--- config.mk ---
export PLATFORM = sky130hd
export DESIGN_NAME = lsar_sweep
export DESIGN_NICKNAME = d
export VERILOG_FILES = /design/src/design/lsar_pkg.sv /design/src/design/lsar_rate_timer.sv /design/src/design/lsar_amp_ramp.sv /design/src/design/lsar_sweep.sv
export VERILOG_INCLUDE_DIRS = /design/src /design/src/design
export SDC_FILE = /design/constraint.sdc
export NUM_CORES = 1
export LEC_CHECK = 0
export ABC_AREA = 1
export BUFFER_PORTS_ARGS = -buffer_cell sky130_fd_sc_hd__buf_2
export CAP_MARGIN = 10
export CORE_ASPECT_RATIO = 0.8
export CORE_MARGIN = 1
export CORE_UTILIZATION = 40
export CTS_CLUSTER_SIZE = 28
export DETAILED_ROUTE_END_ITERATION = 6
export PLACE_DENSITY = 0.67
export SLEW_MARGIN = 40
export SYNTH_ARGS = -nofsm -noshare
export SYNTH_HDL_FRONTEND = slang
export SYNTH_SLANG_ARGS = --single-unit
export TNS_END_PERCENT = 1
--- constraint.sdc ---
create_clock -name i_mclk -period 20.6 [get_ports i_mclk]
set_clock_uncertainty 0.2 [all_clocks]
set_input_delay 4.12 -clock i_mclk [delete_from_list [all_inputs] [get_ports i_mclk]]
set_output_delay 4.12 -clock i_mclk [all_outputs]
set_load 0.02 [all_outputs]
--- src/design/lsar_defines.svh ---
// Purpose: Constants for the linear sweep and amplitude ramp engine
// Assumes: Register words are loaded whole through the load port
// Notes:   Field positions are bit indices inside each register word
`ifndef LSAR_DEFINES_SVH
`define LSAR_DEFINES_SVH

`define LSAR_ADDR_BASE     4'h4
`define LSAR_ADDR_AMPL     4'h6
`define LSAR_ADDR_RATES    4'h7
`define LSAR_ADDR_RISE     4'h8
`define LSAR_ADDR_FALL     4'h9
`define LSAR_ADDR_END      4'hA
`define LSAR_ADDR_CTRL     4'h3

`define LSAR_CTRL_PACLR    1
`define LSAR_CTRL_SACLR    3
`define LSAR_CTRL_PAUTO    2
`define LSAR_CTRL_SAUTO    4
`define LSAR_CTRL_RELOAD   13
`define LSAR_CTRL_SWEEP_EN 14
`define LSAR_CTRL_NODWELL  15
`define LSAR_CTRL_SEL_LO   22

`define LSAR_AMP_SCALE_HI  9
`define LSAR_AMP_AUTO      11
`define LSAR_AMP_MULT_EN   12
`define LSAR_AMP_STEP_LO   14
`define LSAR_AMP_RATE_LO   16

`define LSAR_RESET_WORD    32'h0000_0000
`define LSAR_TIMER_ONE     8'h01

`endif

--- src/design/lsar_pkg.sv ---
// Purpose: Types shared by the sweep engine files
// Assumes: Nothing beyond the constants header
// Notes:   Select codes follow the two-bit sweep parameter select field
package lsar_pkg;
	typedef enum logic [1:0] {
		LSAR_SEL_NONE = 2'h0,
		LSAR_SEL_AMPL = 2'h1,
		LSAR_SEL_FREQ = 2'h2,
		LSAR_SEL_PHAS = 2'h3
	} lsar_sel_t;

	typedef enum logic [2:0] {
		LSAR_ST_HOLD = 3'b001,
		LSAR_ST_RISE = 3'b010,
		LSAR_ST_FALL = 3'b100
	} lsar_state_t;
endpackage

--- src/design/lsar_rate_timer.sv ---
// Purpose: Eight-bit loadable down counter giving one step pulse per interval
// Assumes: A load value of zero is treated as one
// Notes:   Step pulse is registered; fires when count reaches one
`timescale 1ns/10ps
`include "lsar_defines.svh"
module lsar_rate_timer (
	input  wire logic       i_mclk,
	input  wire logic       i_rst,
	input  wire logic       i_en,
	input  wire logic       i_load,
	input  wire logic [7:0] i_load_val,
	input  wire logic [7:0] i_reload_val,
	output logic            o_step
);
	import lsar_pkg::*;

	logic [7:0] cnt_q;
	logic [7:0] cnt_d;
	logic       step_q;
	logic       step_d;

	always_comb begin
		cnt_d  = cnt_q;
		step_d = 1'b0;
		if (i_load) begin
			cnt_d = (i_load_val == 8'h00) ? `LSAR_TIMER_ONE : i_load_val;
		end else if (i_en) begin
			if (cnt_q <= `LSAR_TIMER_ONE) begin
				// Reload keeps period equal to rate word
				cnt_d  = (i_reload_val == 8'h00) ? `LSAR_TIMER_ONE : i_reload_val;
				step_d = 1'b1;
			end else begin
				cnt_d = cnt_q - 8'h01;
			end
		end
	end

	always_ff @(posedge i_mclk) begin
		if (i_rst) begin
			cnt_q  <= `LSAR_TIMER_ONE;
			step_q <= 1'b0;
		end else begin
			cnt_q  <= cnt_d;
			step_q <= step_d;
		end
	end

	assign o_step = step_q;
endmodule

--- src/design/lsar_amp_ramp.sv ---
// Purpose: Output amplitude scale factor, manual or automatic ramp
// Assumes: Ramp direction level already synchronised
// Notes:   Ramp clamps at zero and at programmed scale factor
`timescale 1ns/10ps
`include "lsar_defines.svh"
module lsar_amp_ramp (
	input  wire logic        i_mclk,
	input  wire logic        i_rst,
	input  wire logic [23:0] i_ampl,
	input  wire logic        i_dir_up,
	input  wire logic        i_dir_chg,
	output logic [9:0]       o_scale,
	output logic             o_bypass
);
	import lsar_pkg::*;

	logic [9:0] ramp_q;
	logic [9:0] ramp_d;
	logic       auto_q;
	logic [10:0] sum;
	logic [9:0] step;
	logic [9:0] limit;
	logic       mult_en;
	logic       auto_en;
	logic       tick;

	assign mult_en = i_ampl[`LSAR_AMP_MULT_EN];
	assign auto_en = mult_en & i_ampl[`LSAR_AMP_AUTO];
	assign limit   = i_ampl[`LSAR_AMP_SCALE_HI:0];
	assign step    = 10'h001 << i_ampl[`LSAR_AMP_STEP_LO +: 2];

	lsar_rate_timer u_timer (
		.i_mclk       (i_mclk),
		.i_rst        (i_rst),
		.i_en         (auto_en),
		.i_load       (i_dir_chg | (auto_en & ~auto_q)),
		.i_load_val   (i_ampl[`LSAR_AMP_RATE_LO +: 8]),
		.i_reload_val (i_ampl[`LSAR_AMP_RATE_LO +: 8]),
		.o_step       (tick)
	);

	always_comb begin
		ramp_d = ramp_q;
		sum    = 11'h000;
		if (!auto_en) begin
			ramp_d = 10'h000;
		end else if (tick) begin
			if (i_dir_up) begin
				sum    = {1'b0, ramp_q} + {1'b0, step};
				ramp_d = (sum > {1'b0, limit}) ? limit : sum[9:0];
			end else begin
				ramp_d = (ramp_q > step) ? ramp_q - step : 10'h000;
			end
		end
		if (auto_en && ramp_d > limit) begin
			ramp_d = limit;
		end
	end

	always_ff @(posedge i_mclk) begin
		if (i_rst) begin
			ramp_q   <= 10'h000;
			auto_q   <= 1'b0;
			o_scale  <= 10'h000;
			o_bypass <= 1'b1;
		end else begin
			ramp_q   <= ramp_d;
			auto_q   <= auto_en;
			o_scale  <= auto_en ? ramp_d : limit;
			o_bypass <= ~mult_en;
		end
	end
endmodule

--- src/design/lsar_sweep.sv ---
// Summary of operation
// - Step words: frequency 32, phase 14, amplitude 10
// - Eight-bit down timer reloads after reaching one
// - Step lasts ramp rate word clock periods
// - Rising words upward, falling words downward
// - Profile edge loads matching ramp rate
// - Update with reload bit loads rate by pin
// - Rising sweep adds until end, then holds
// - Dwell falling sweep steps down to start
// - No-dwell jumps back to start at end
// - No-dwell ignores falling rate and word
// - Autoclear bits: sweep bit 4, phase 2
// - Continuous clear: sweep bit 3, phase 1
// - Continuous clear holds accumulator at zero
// - Autoclear zeroes once per update or edge
// - Multiplier enable clear bypasses multiplier
// - Manual mode scales by written factor
// - Auto mode ramps ten-bit counter by pin
// - Step field selects 1, 2, 4, 8
// - Auto factor never exceeds programmed factor
// - Host directs ramp; device ramps zero to limit
// - Select 01 amplitude, 10 frequency, 11 phase
// - Start from base word, end from end word at address A
// - Each channel has its own profile pin
//
// Purpose: One channel of the linear sweep engine with amplitude ramp
// Assumes: i_mclk is the sync clock; words load through a simple write port
// Notes:   Phase and amplitude words are MSB aligned in 32-bit sweep words
`timescale 1ns/10ps
`include "lsar_defines.svh"
module lsar_sweep (
	input  wire logic        i_mclk,
	input  wire logic        i_rst,
	input  wire logic        i_wr,
	input  wire logic [3:0]  i_wr_addr,
	input  wire logic [31:0] i_wr_data,
	input  wire logic        i_update,
	input  wire logic        i_profile,
	input  wire logic        i_ramp_pin,
	output logic [31:0]      o_sweep_word,
	output lsar_pkg::lsar_sel_t o_sweep_sel,
	output logic             o_phase_clear,
	output logic [9:0]       o_scale,
	output logic             o_bypass
);
	import lsar_pkg::*;

	logic [31:0] base_q, end_q, rise_q, fall_q;
	logic [23:0] ampl_q, ctrl_q;
	logic [15:0] rates_q;
	logic [1:0]  prof_sync_q, ramp_sync_q;
	logic        prof_q, ramp_q;
	logic        prof_last_q, ramp_last_q;
	logic        upd_q;
	logic [31:0] acc_q, acc_d;
	logic        pclr_q, pclr_d;
	lsar_state_t st_q, st_d;
	logic        prof_rise, prof_fall, prof_chg, ramp_chg;
	logic        sweep_en, nodwell, timer_load, step;
	logic [7:0]  rate_rise, rate_fall, load_val, reload_val;
	logic [31:0] mask, step_rise, step_fall, lo_w, hi_w;
	logic [32:0] sum;
	lsar_sel_t   sel;

	assign sel       = lsar_sel_t'(ctrl_q[`LSAR_CTRL_SEL_LO +: 2]);
	assign sweep_en  = ctrl_q[`LSAR_CTRL_SWEEP_EN] && sel != LSAR_SEL_NONE;
	assign nodwell   = ctrl_q[`LSAR_CTRL_NODWELL];
	assign rate_rise = rates_q[7:0];
	assign rate_fall = rates_q[15:8];
	// Edges compare the synced level with its own delayed copy
	assign prof_rise = prof_q & ~prof_last_q;
	assign prof_fall = ~prof_q & prof_last_q & ~nodwell;
	assign prof_chg  = prof_q ^ prof_last_q;
	assign ramp_chg  = ramp_q ^ ramp_last_q;

	// Width mask keeps unused low bits out of the arithmetic
	always_comb begin
		unique case (sel)
			LSAR_SEL_AMPL: mask = 32'hFFC0_0000;
			LSAR_SEL_PHAS: mask = 32'hFFFC_0000;
			default:       mask = 32'hFFFF_FFFF;
		endcase
	end

	assign step_rise = rise_q & mask;
	assign step_fall = fall_q & mask;
	assign lo_w      = base_q & mask;
	assign hi_w      = end_q & mask;

	always_comb begin
		timer_load = 1'b0;
		load_val   = rate_rise;
		if (sweep_en && prof_rise) begin
			timer_load = 1'b1;
		end else if (sweep_en && prof_fall) begin
			timer_load = 1'b1;
			load_val   = rate_fall;
		end else if (sweep_en && upd_q && ctrl_q[`LSAR_CTRL_RELOAD]) begin
			timer_load = 1'b1;
			load_val   = (prof_q || nodwell) ? rate_rise : rate_fall;
		end
		reload_val = (st_q == LSAR_ST_FALL) ? rate_fall : rate_rise;
	end

	lsar_rate_timer u_timer (
		.i_mclk       (i_mclk),
		.i_rst        (i_rst),
		.i_en         (sweep_en),
		.i_load       (timer_load),
		.i_load_val   (load_val),
		.i_reload_val (reload_val),
		.o_step       (step)
	);

	lsar_amp_ramp u_amp (
		.i_mclk    (i_mclk),
		.i_rst     (i_rst),
		.i_ampl    (ampl_q),
		.i_dir_up  (ramp_q),
		.i_dir_chg (ramp_chg),
		.o_scale   (o_scale),
		.o_bypass  (o_bypass)
	);

	// Accumulator holds offset from start word
	always_comb begin
		acc_d  = acc_q;
		st_d   = st_q;
		sum    = 33'h0_0000_0000;
		pclr_d = ctrl_q[`LSAR_CTRL_PACLR];
		if ((upd_q || prof_chg) && ctrl_q[`LSAR_CTRL_PAUTO]) begin
			pclr_d = 1'b1;
		end
		if (sweep_en && prof_rise) begin
			st_d = LSAR_ST_RISE;
		end else if (sweep_en && prof_fall) begin
			st_d = LSAR_ST_FALL;
		end
		if (!sweep_en) begin
			st_d = LSAR_ST_HOLD;
		end else if (step && st_q == LSAR_ST_RISE) begin
			sum = {1'b0, acc_q} + {1'b0, step_rise};
			if (sum >= {1'b0, hi_w - lo_w}) begin
				acc_d = nodwell ? 32'h0000_0000 : hi_w - lo_w;
				st_d  = LSAR_ST_HOLD;
			end else begin
				acc_d = sum[31:0];
			end
		end else if (step && st_q == LSAR_ST_FALL) begin
			if (acc_q <= step_fall) begin
				acc_d = 32'h0000_0000;
				st_d  = LSAR_ST_HOLD;
			end else begin
				acc_d = acc_q - step_fall;
			end
		end
		if ((upd_q || prof_chg) && ctrl_q[`LSAR_CTRL_SAUTO]) begin
			acc_d = 32'h0000_0000;
		end
		if (ctrl_q[`LSAR_CTRL_SACLR]) begin
			acc_d = 32'h0000_0000;
		end
	end

	always_ff @(posedge i_mclk) begin
		if (i_rst) begin
			base_q  <= `LSAR_RESET_WORD;
			end_q   <= `LSAR_RESET_WORD;
			rise_q  <= `LSAR_RESET_WORD;
			fall_q  <= `LSAR_RESET_WORD;
			ampl_q  <= 24'h00_0000;
			ctrl_q  <= 24'h00_0000;
			rates_q <= 16'h0000;
		end else if (i_wr) begin
			unique case (i_wr_addr)
				`LSAR_ADDR_BASE:  base_q  <= i_wr_data;
				`LSAR_ADDR_END:   end_q   <= i_wr_data;
				`LSAR_ADDR_RISE:  rise_q  <= i_wr_data;
				`LSAR_ADDR_FALL:  fall_q  <= i_wr_data;
				`LSAR_ADDR_AMPL:  ampl_q  <= i_wr_data[23:0];
				`LSAR_ADDR_CTRL:  ctrl_q  <= i_wr_data[23:0];
				`LSAR_ADDR_RATES: rates_q <= i_wr_data[15:0];
				default:          ;
			endcase
		end
	end

	// Two flops on pins before any logic reads them
	always_ff @(posedge i_mclk) begin
		if (i_rst) begin
			prof_sync_q  <= 2'b00;
			ramp_sync_q  <= 2'b00;
			prof_last_q  <= 1'b0;
			ramp_last_q  <= 1'b0;
			upd_q        <= 1'b0;
			acc_q        <= 32'h0000_0000;
			st_q         <= LSAR_ST_HOLD;
			pclr_q       <= 1'b0;
			o_sweep_word <= 32'h0000_0000;
			o_sweep_sel  <= LSAR_SEL_NONE;
			o_phase_clear <= 1'b0;
		end else begin
			prof_sync_q  <= {prof_sync_q[0], i_profile};
			ramp_sync_q  <= {ramp_sync_q[0], i_ramp_pin};
			prof_last_q  <= prof_sync_q[1];
			ramp_last_q  <= ramp_sync_q[1];
			upd_q        <= i_update;
			acc_q        <= acc_d;
			st_q         <= st_d;
			pclr_q       <= pclr_d;
			o_sweep_word <= lo_w + acc_d;
			o_sweep_sel  <= sweep_en ? sel : LSAR_SEL_NONE;
			o_phase_clear <= pclr_d;
		end
	end

	assign prof_q = prof_sync_q[1];
	assign ramp_q = ramp_sync_q[1];
endmodule

==> out/summary.txt, run 1 <==
area leader, netlist = dfxtp_1
Synth-to-Final Area Change = 9.847%
Crit-path slowest cell = nor2_1
CTS tree = done
pre-CTS WS = 12.52 ns
ys async rst share = 0%
First DRT Iteration DRCs = 2426
synth top area cells = dfxtp_1, nand2_1, ha_1
placed inst area = 22620 µm²
Synth cell types = 61
status = finished, final reports clean
fin nets = 3666
CTS sink cnt = 292
worst hold path class = register to register
chip height = 210.0 µm
Hold Vio Cnt, Final = 0
dpl hpwl = 58000 µm
Synth warnings = 0
RSZ-0062 raised after global routing = no
Die Wd = 262.0 µm
top-area cell type share of the netlist area = 27.02%
Synth Cell Area = 21640 µm²
maximum root-to-sink buffer count = 3
CP max stage delay = 0.65 ns
Worst setup EP type = register
setup violators final = 0
CP required = 20.88 ns
Initial Utilization = 40.88%
r2r startpoint = ctrl_q[22]$_SDFFE_PP0P_
Syn Area/Cell = 6.360 µm²
hold_buf cts = 0
routed wire length = 75780 µm
Congestion Overflow GR = 0
Rel. slew slack = 41.04%
Final Instance Count excl. Fillers = 4143
gpl congestion = 0.9884
Die Area = 55040 µm²
Setup crit start kind = register
crit-path max FO = 45
I/O pins = 88
clock slew at the register clock pins of the worst setup and hold paths = 0.07 ns
first-pass GRT wire length = 115100 µm
commonest register cell after synthesis = dfxtp_1
most common cell after layout, fill and taps aside = nand2_1
crit path launch = ctrl_q[22]$_SDFFE_PP0P_
largest net degree at the start of global routing = 129
All-Layer GR Usage = 26.99%
# DRC = 0
fmax = 119.8 MHz
Cells after Synth = 3402
Via Count = 22200
cell area after layout = 23770 µm²
IO Port Bufs = 87
n_diodes = 0
#FFs+latches synth = 292
measured slew at the worst slew-check pin = 0.8764 ns
dpl cells = 4085
pwr dens = 62.06 nW/µm²
Max IR drop VDD = 0.00006485 V
post-synthesis sequential area ratio = 27.02%
number of synthesized flops with an enable pin = 0
routed len/inst = 18.29 µm
first drt pass iteration count = 6
vias in the first global route = 20030
Post-Syn Nets = 3642
Pleak = 11.89 nW
Root Driver = clkbuf_16
# H-tree levels = 1
number of gates resized after CTS = 0
setup TNS = 0 ns
hold_sp = ramp_sync_q[0]$_SDFF_PP0_
row count = 75
most frequent cells in the layout = nand2_1, nor2_1, inv_1
maxcap violations = 0
area of the multi-input gates = 13610 µm²
initial antenna violation count = 3
Worst EP arrival = 8.63 ns
CTS buffer count = 31
ratio of cells with drive above 1 in the final layout = 5.739%
drt via density = 5.358
FILL cells = 5756
Final ANT Viol Nets = 0
setup repair bufs after CTS = 0
post-layout min period = 8.347 ns
Max Slew Vio Count = 0
post-layout worst setup margin = 12.25 ns
CP most frequent cell = nand2_1
period utilization = 40.52%
Storage cell area = 5847 µm²
CORE AREA = 52930 µm²
crit path kind = register to register
clock latency on the worst-skew pair = 0.60 ns
-- cell type report --
type / instances / area share (%)
clock inverter: 17 / 1.095
tap: 693 / 3.648
sequential: 292 / 24.60
timing repair buffer: 107 / 2.564
multi-input combinational: 2540 / 57.27
clock buffer: 40 / 3.616
inverter: 454 / 7.212
-- cells in the mapped netlist, types with 3 or more instances --
library cell  number
inv_1            448
o21bai_1          17
nor3_1            41
o21ai_1           40
dfxtp_1          292
xor2_1            57
nand2_2            3
o21a_1            22
a21boi_0           6
or2_2              7
o21ai_0          323
nand3b_1           7
clkbuf_1          92
buf_1             10
nand4_1           23
a221oi_1           5
a21oi_1          353
clkinv_1           4
nor2_1           498
buf_2              7
a31oi_1           14
xnor2_1           34
buf_6              4
a21boi_1           3
ha_1             192
o2111ai_1          3
fa_1               6
nand2_1          688
nand3_1          115
o21ai_2            6
a21o_1            10
nor4_1            12
o221ai_1           6
o211ai_1          19
o31ai_1            3
buf_4              3
-- worst max-delay path: cells and delay by family, from the launching register on --
kind | cells | cell delay (ns)
AOI/OAI and AO/OA | 13 | 2.52
xor gates and xnor gates | 1 | 0.28
adders and majority gates | 4 | 1.13
buffers and inverters | 7 | 1.07
DFF | 1 | 0.33
and+or+nand+nor | 22 | 2.69
-- final timing paths --
path | to | slack, ns | cells after the start
min | ramp_sync_q[1]$_SDFF_PP0_ | 0.21 | 2
min reg2reg | ramp_sync_q[1]$_SDFF_PP0_ | 0.21 | 2
max | o_sweep_word[24]$_SDFF_PP0_ | 12.25 | 47
max reg2reg | o_sweep_word[24]$_SDFF_PP0_ | 12.25 | 47
-- cells by family (layout without fill, tap and decap cells) --
family	after synthesis	after routing	synth area share, %
AND/OR/NAND/NOR	1403	1403	26.15
XOR/XNOR	91	91	3.683
adder cells (fa/ha/maj)	198	198	11.66
flip-flops	292	292	27.02
multiplexers	1	1	0.04626
buffers and inverters	570	618	10.14
AO/OA/AOI/OAI	847	847	21.31
-- flip-flops by register name, indices dropped and copies added, names as in the netlist, 10 cells and up --
register / cells
acc_q: 32
ampl_q: 22
base_q: 32
end_q: 32
fall_q: 32
o_sweep_word: 32
rates_q: 16
rise_q: 32
u_amp.o_scale: 10
u_amp.ramp_q: 10
-- through the flow --
step / hold WS [ns] / utilization, % / power [mW]
2_1_floorplan: 0.1765 / - / 0.7736
3_3_place_gp: 0.1986 / 42.72 / 0.8507
3_5_place_dp: 0.1937 / 42.74 / 0.8500
4_1_cts: 0.2108 / 44.85 / 1.475
5_1_grt: 0.2309 / 44.91 / 1.535
6_report: 0.2099 / 44.91 / 1.475
-- power by group --
part           total (mW)  leakage [nW]  switching (mW)  internal (mW)
clock network       0.630         0.548           0.260          0.370
logic               0.264          8.98           0.182         0.0818
registers           0.581          2.36         0.00644          0.575
-- routing by layer --
layer  global-route usage [%]  up-vias  wire [µm]  part of all wire (%)
met5                        0        -          9                 0.012
met4                    5.681        2       1622                   2.1
met3                    6.205       96       8589                    11
met2                    36.12      886      28200                    37
met1                    42.61    10060      37360                    49
li1                         -    11150          -                     -
Power figures use the tool's default switching activity.
==> run 2, diff against run 1 <==
--- a/config.mk
+++ b/config.mk
@@ -14,7 +14,7 @@
 export CORE_UTILIZATION = 40
 export CTS_CLUSTER_SIZE = 28
 export DETAILED_ROUTE_END_ITERATION = 6
-export PLACE_DENSITY = 0.67
+export PLACE_DENSITY = 0.69
 export SLEW_MARGIN = 40
 export SYNTH_ARGS = -nofsm -noshare
 export SYNTH_HDL_FRONTEND = slang
==> constraint.sdc (replaced) <==
create_clock -name i_mclk -period 6.9 [get_ports i_mclk]
set_clock_uncertainty 0.2 [all_clocks]
set_input_delay 1.38 -clock i_mclk [delete_from_list [all_inputs] [get_ports i_mclk]]
set_output_delay 1.38 -clock i_mclk [all_outputs]
set_load 0.02 [all_outputs]
==> out/summary.txt, run 2 (synthesized netlist as in run 1, its figures left out) <==
status = finished, final reports clean
ratio of cells with drive above 1 in the final layout = 13.32% (+7.6 points)
clock slew at the register clock pins of the worst setup and hold paths = 0.06 ns (about the same)
Root Driver = clkbuf_16
maxcap violations = 0 (unchanged)
crit path kind = register to register
drt via density = 5.332 (-0.50%)
Initial Utilization = 40.88% (unchanged)
Max IR drop VDD = 0.0001256 V (+94%)
most frequent cells in the layout = nand2_1, nor2_1, inv_1
routed len/inst = 17.71 µm (-3.2%)
fin nets = 3846 (+4.9%)
chip height = 210.0 µm (unchanged)
Worst EP arrival = 6.74 ns (-1.89 ns)
# DRC = 0 (unchanged)
Reg2Reg Setup Slack = 0.41 ns (-11.85 ns)
vias in the first global route = 20710 (+3.4%)
First DRT Iteration DRCs = 2259 (-6.9%)
n_diodes = 0 (unchanged)
clock latency on the worst-skew pair = 0.57 ns (-0.03 ns)
Synth-to-Final Area Change = 18.78%
gpl congestion = 1.010 (+2.2%)
RSZ-0062 raised after global routing = yes
first drt pass iteration count = 6 (unchanged)
most common cell after layout, fill and taps aside = nand2_1
hold_buf cts = 0 (unchanged)
Worst setup EP type = register
All-Layer GR Usage = 27.35% (+0.36 points)
worst hold path class = register to register
pwr dens = 180.2 nW/µm² (+190%)
Crit-path slowest cell = o21ai_0
routed wire length = 76620 µm (+1.1%)
setup violators final = 0 (unchanged)
CTS sink cnt = 292 (unchanged)
post-layout min period = 6.494 ns (-1.853 ns)
initial antenna violation count = 3 (unchanged)
# H-tree levels = 2 (+1)
CTS tree = done
CORE AREA = 52930 µm² (unchanged)
Pleak = 12.85 nW (+8.1%)
first-pass GRT wire length = 116800 µm (+1.5%)
Max Slew Vio Count = 0 (unchanged)
CTS buffer count = 35 (+13%)
CP required = 7.15 ns (-13.73 ns)
Rel. slew slack = 36.91% (-4.1 points)
Setup crit start kind = register
Hold Vio Cnt, Final = 0 (unchanged)
fmax = 154.0 MHz (+29%)
IO Port Bufs = 87 (unchanged)
I/O pins = 88 (unchanged)
Final ANT Viol Nets = 0 (unchanged)
largest net degree at the start of global routing = 113 (-12%)
Congestion Overflow GR = 0 (unchanged)
CP most frequent cell = nand2_1
Die Wd = 262.0 µm (unchanged)
dpl hpwl = 58440 µm (+0.75%)
CP max stage delay = 0.42 ns (-0.23 ns)
Final Hold Slack = 0.1891 ns (-0.02083 ns)
crit-path max FO = 19 (-58%)
maximum root-to-sink buffer count = 3 (unchanged)
measured slew at the worst slew-check pin = 0.9377 ns (+0.06139 ns)
Die Area = 55040 µm² (unchanged)
period utilization = 94.11% (+54 points)
row count = 75 (unchanged)
Layout Utilization = 48.56% (+3.7 points)
Via Count = 23070 (+3.9%)
==> run 2: cell types whose count changed in the layout (fill, tap and decap cells not counted), moves of 10 or more <==
cell and change:
a21oi_1 -24, nand2_2 +17, o21ai_0 -12, a21oi_2 +21
nor2_1 -10, nand2_1 -19, ha_1 -10, buf_4 +171
==> run 2: cell type report <==
| cell class | instances | area, µm² |
|---|---|---|
| Clock buffer | 42 | 942.2 |
| Clock inverter | 22 | 271.5 |
| Fill cell | 5469 | 27220 |
| Inverter | 454 | 1720 |
| Multi-Input combinational cell | 2540 | 14100 |
| Sequential cell | 292 | 5848 |
| Tap cell | 693 | 867.1 |
| Timing Repair Buffer | 283 | 1951 |
==> run 2: power breakdown <==
| group | total, mW | switching [mW] | internal (mW) |
|---|---|---|---|
| Clock | 2.01 | 0.831 | 1.18 |
| Sequential | 1.74 | 0.0193 | 1.72 |
| Combinational | 0.886 | 0.566 | 0.320 |
| Total | 4.63 | 1.42 | 3.22 |
==> run 2: worst max-delay path, delay by kind of cell (launching register included) <==
kind,cells,cell delay (ns)
AOI/OAI and AO/OA,10,1.93
and+or+nand+nor,21,1.74
buffers and inverters,8,0.89
adders and majority gates,3,0.99
DFF,1,0.37
xor gates and xnor gates,1,0.25
==> run 2: worst paths after layout <==
check                                              from  depth (start not counted)                     endpoint
worst max-delay path            ctrl_q[22]$_SDFFE_PP0P_                         43  o_sweep_word[24]$_SDFF_PP0_
worst min-delay path            ampl_q[12]$_SDFFE_PP0P_                          1    u_amp.o_bypass$_SDFF_PP1_
worst min register to register  ampl_q[12]$_SDFFE_PP0P_                          1    u_amp.o_bypass$_SDFF_PP1_
worst max register to register  ctrl_q[22]$_SDFFE_PP0P_                         43  o_sweep_word[24]$_SDFF_PP0_
==> run 2: through the flow <==
stage          cell area (µm²)  TNS (ns)  instances  setup slack [ns]  power [mW]
5_1_grt                  25700   -0.3381       4326          -0.07005       4.833
2_1_floorplan            21640         0       3402           0.05323       2.310
4_1_cts                  25110         0       4316          0.003518       4.611
3_5_place_dp             23890         0       4252           0.07809       2.603
3_3_place_gp             23890         0       4252            0.1444       2.603
6_report                 25700         0       4326            0.4062       4.631
==> run 2: routing by layer <==
metal	global-route usage, %	share of wire [%]	up-vias
li1	-	-	11530
met1	41.39	47	10460
met2	36.83	38	982
met3	8.622	12	89
met4	6.199	1.9	2
met5	0	0.017	-
==> run 2: timing repair <==
item                       in CTS  in global routing
buffers inserted                0                  9
hold endpoints to repair        0                  0
gates resized for setup         0                132
setup endpoints to repair       0                 23
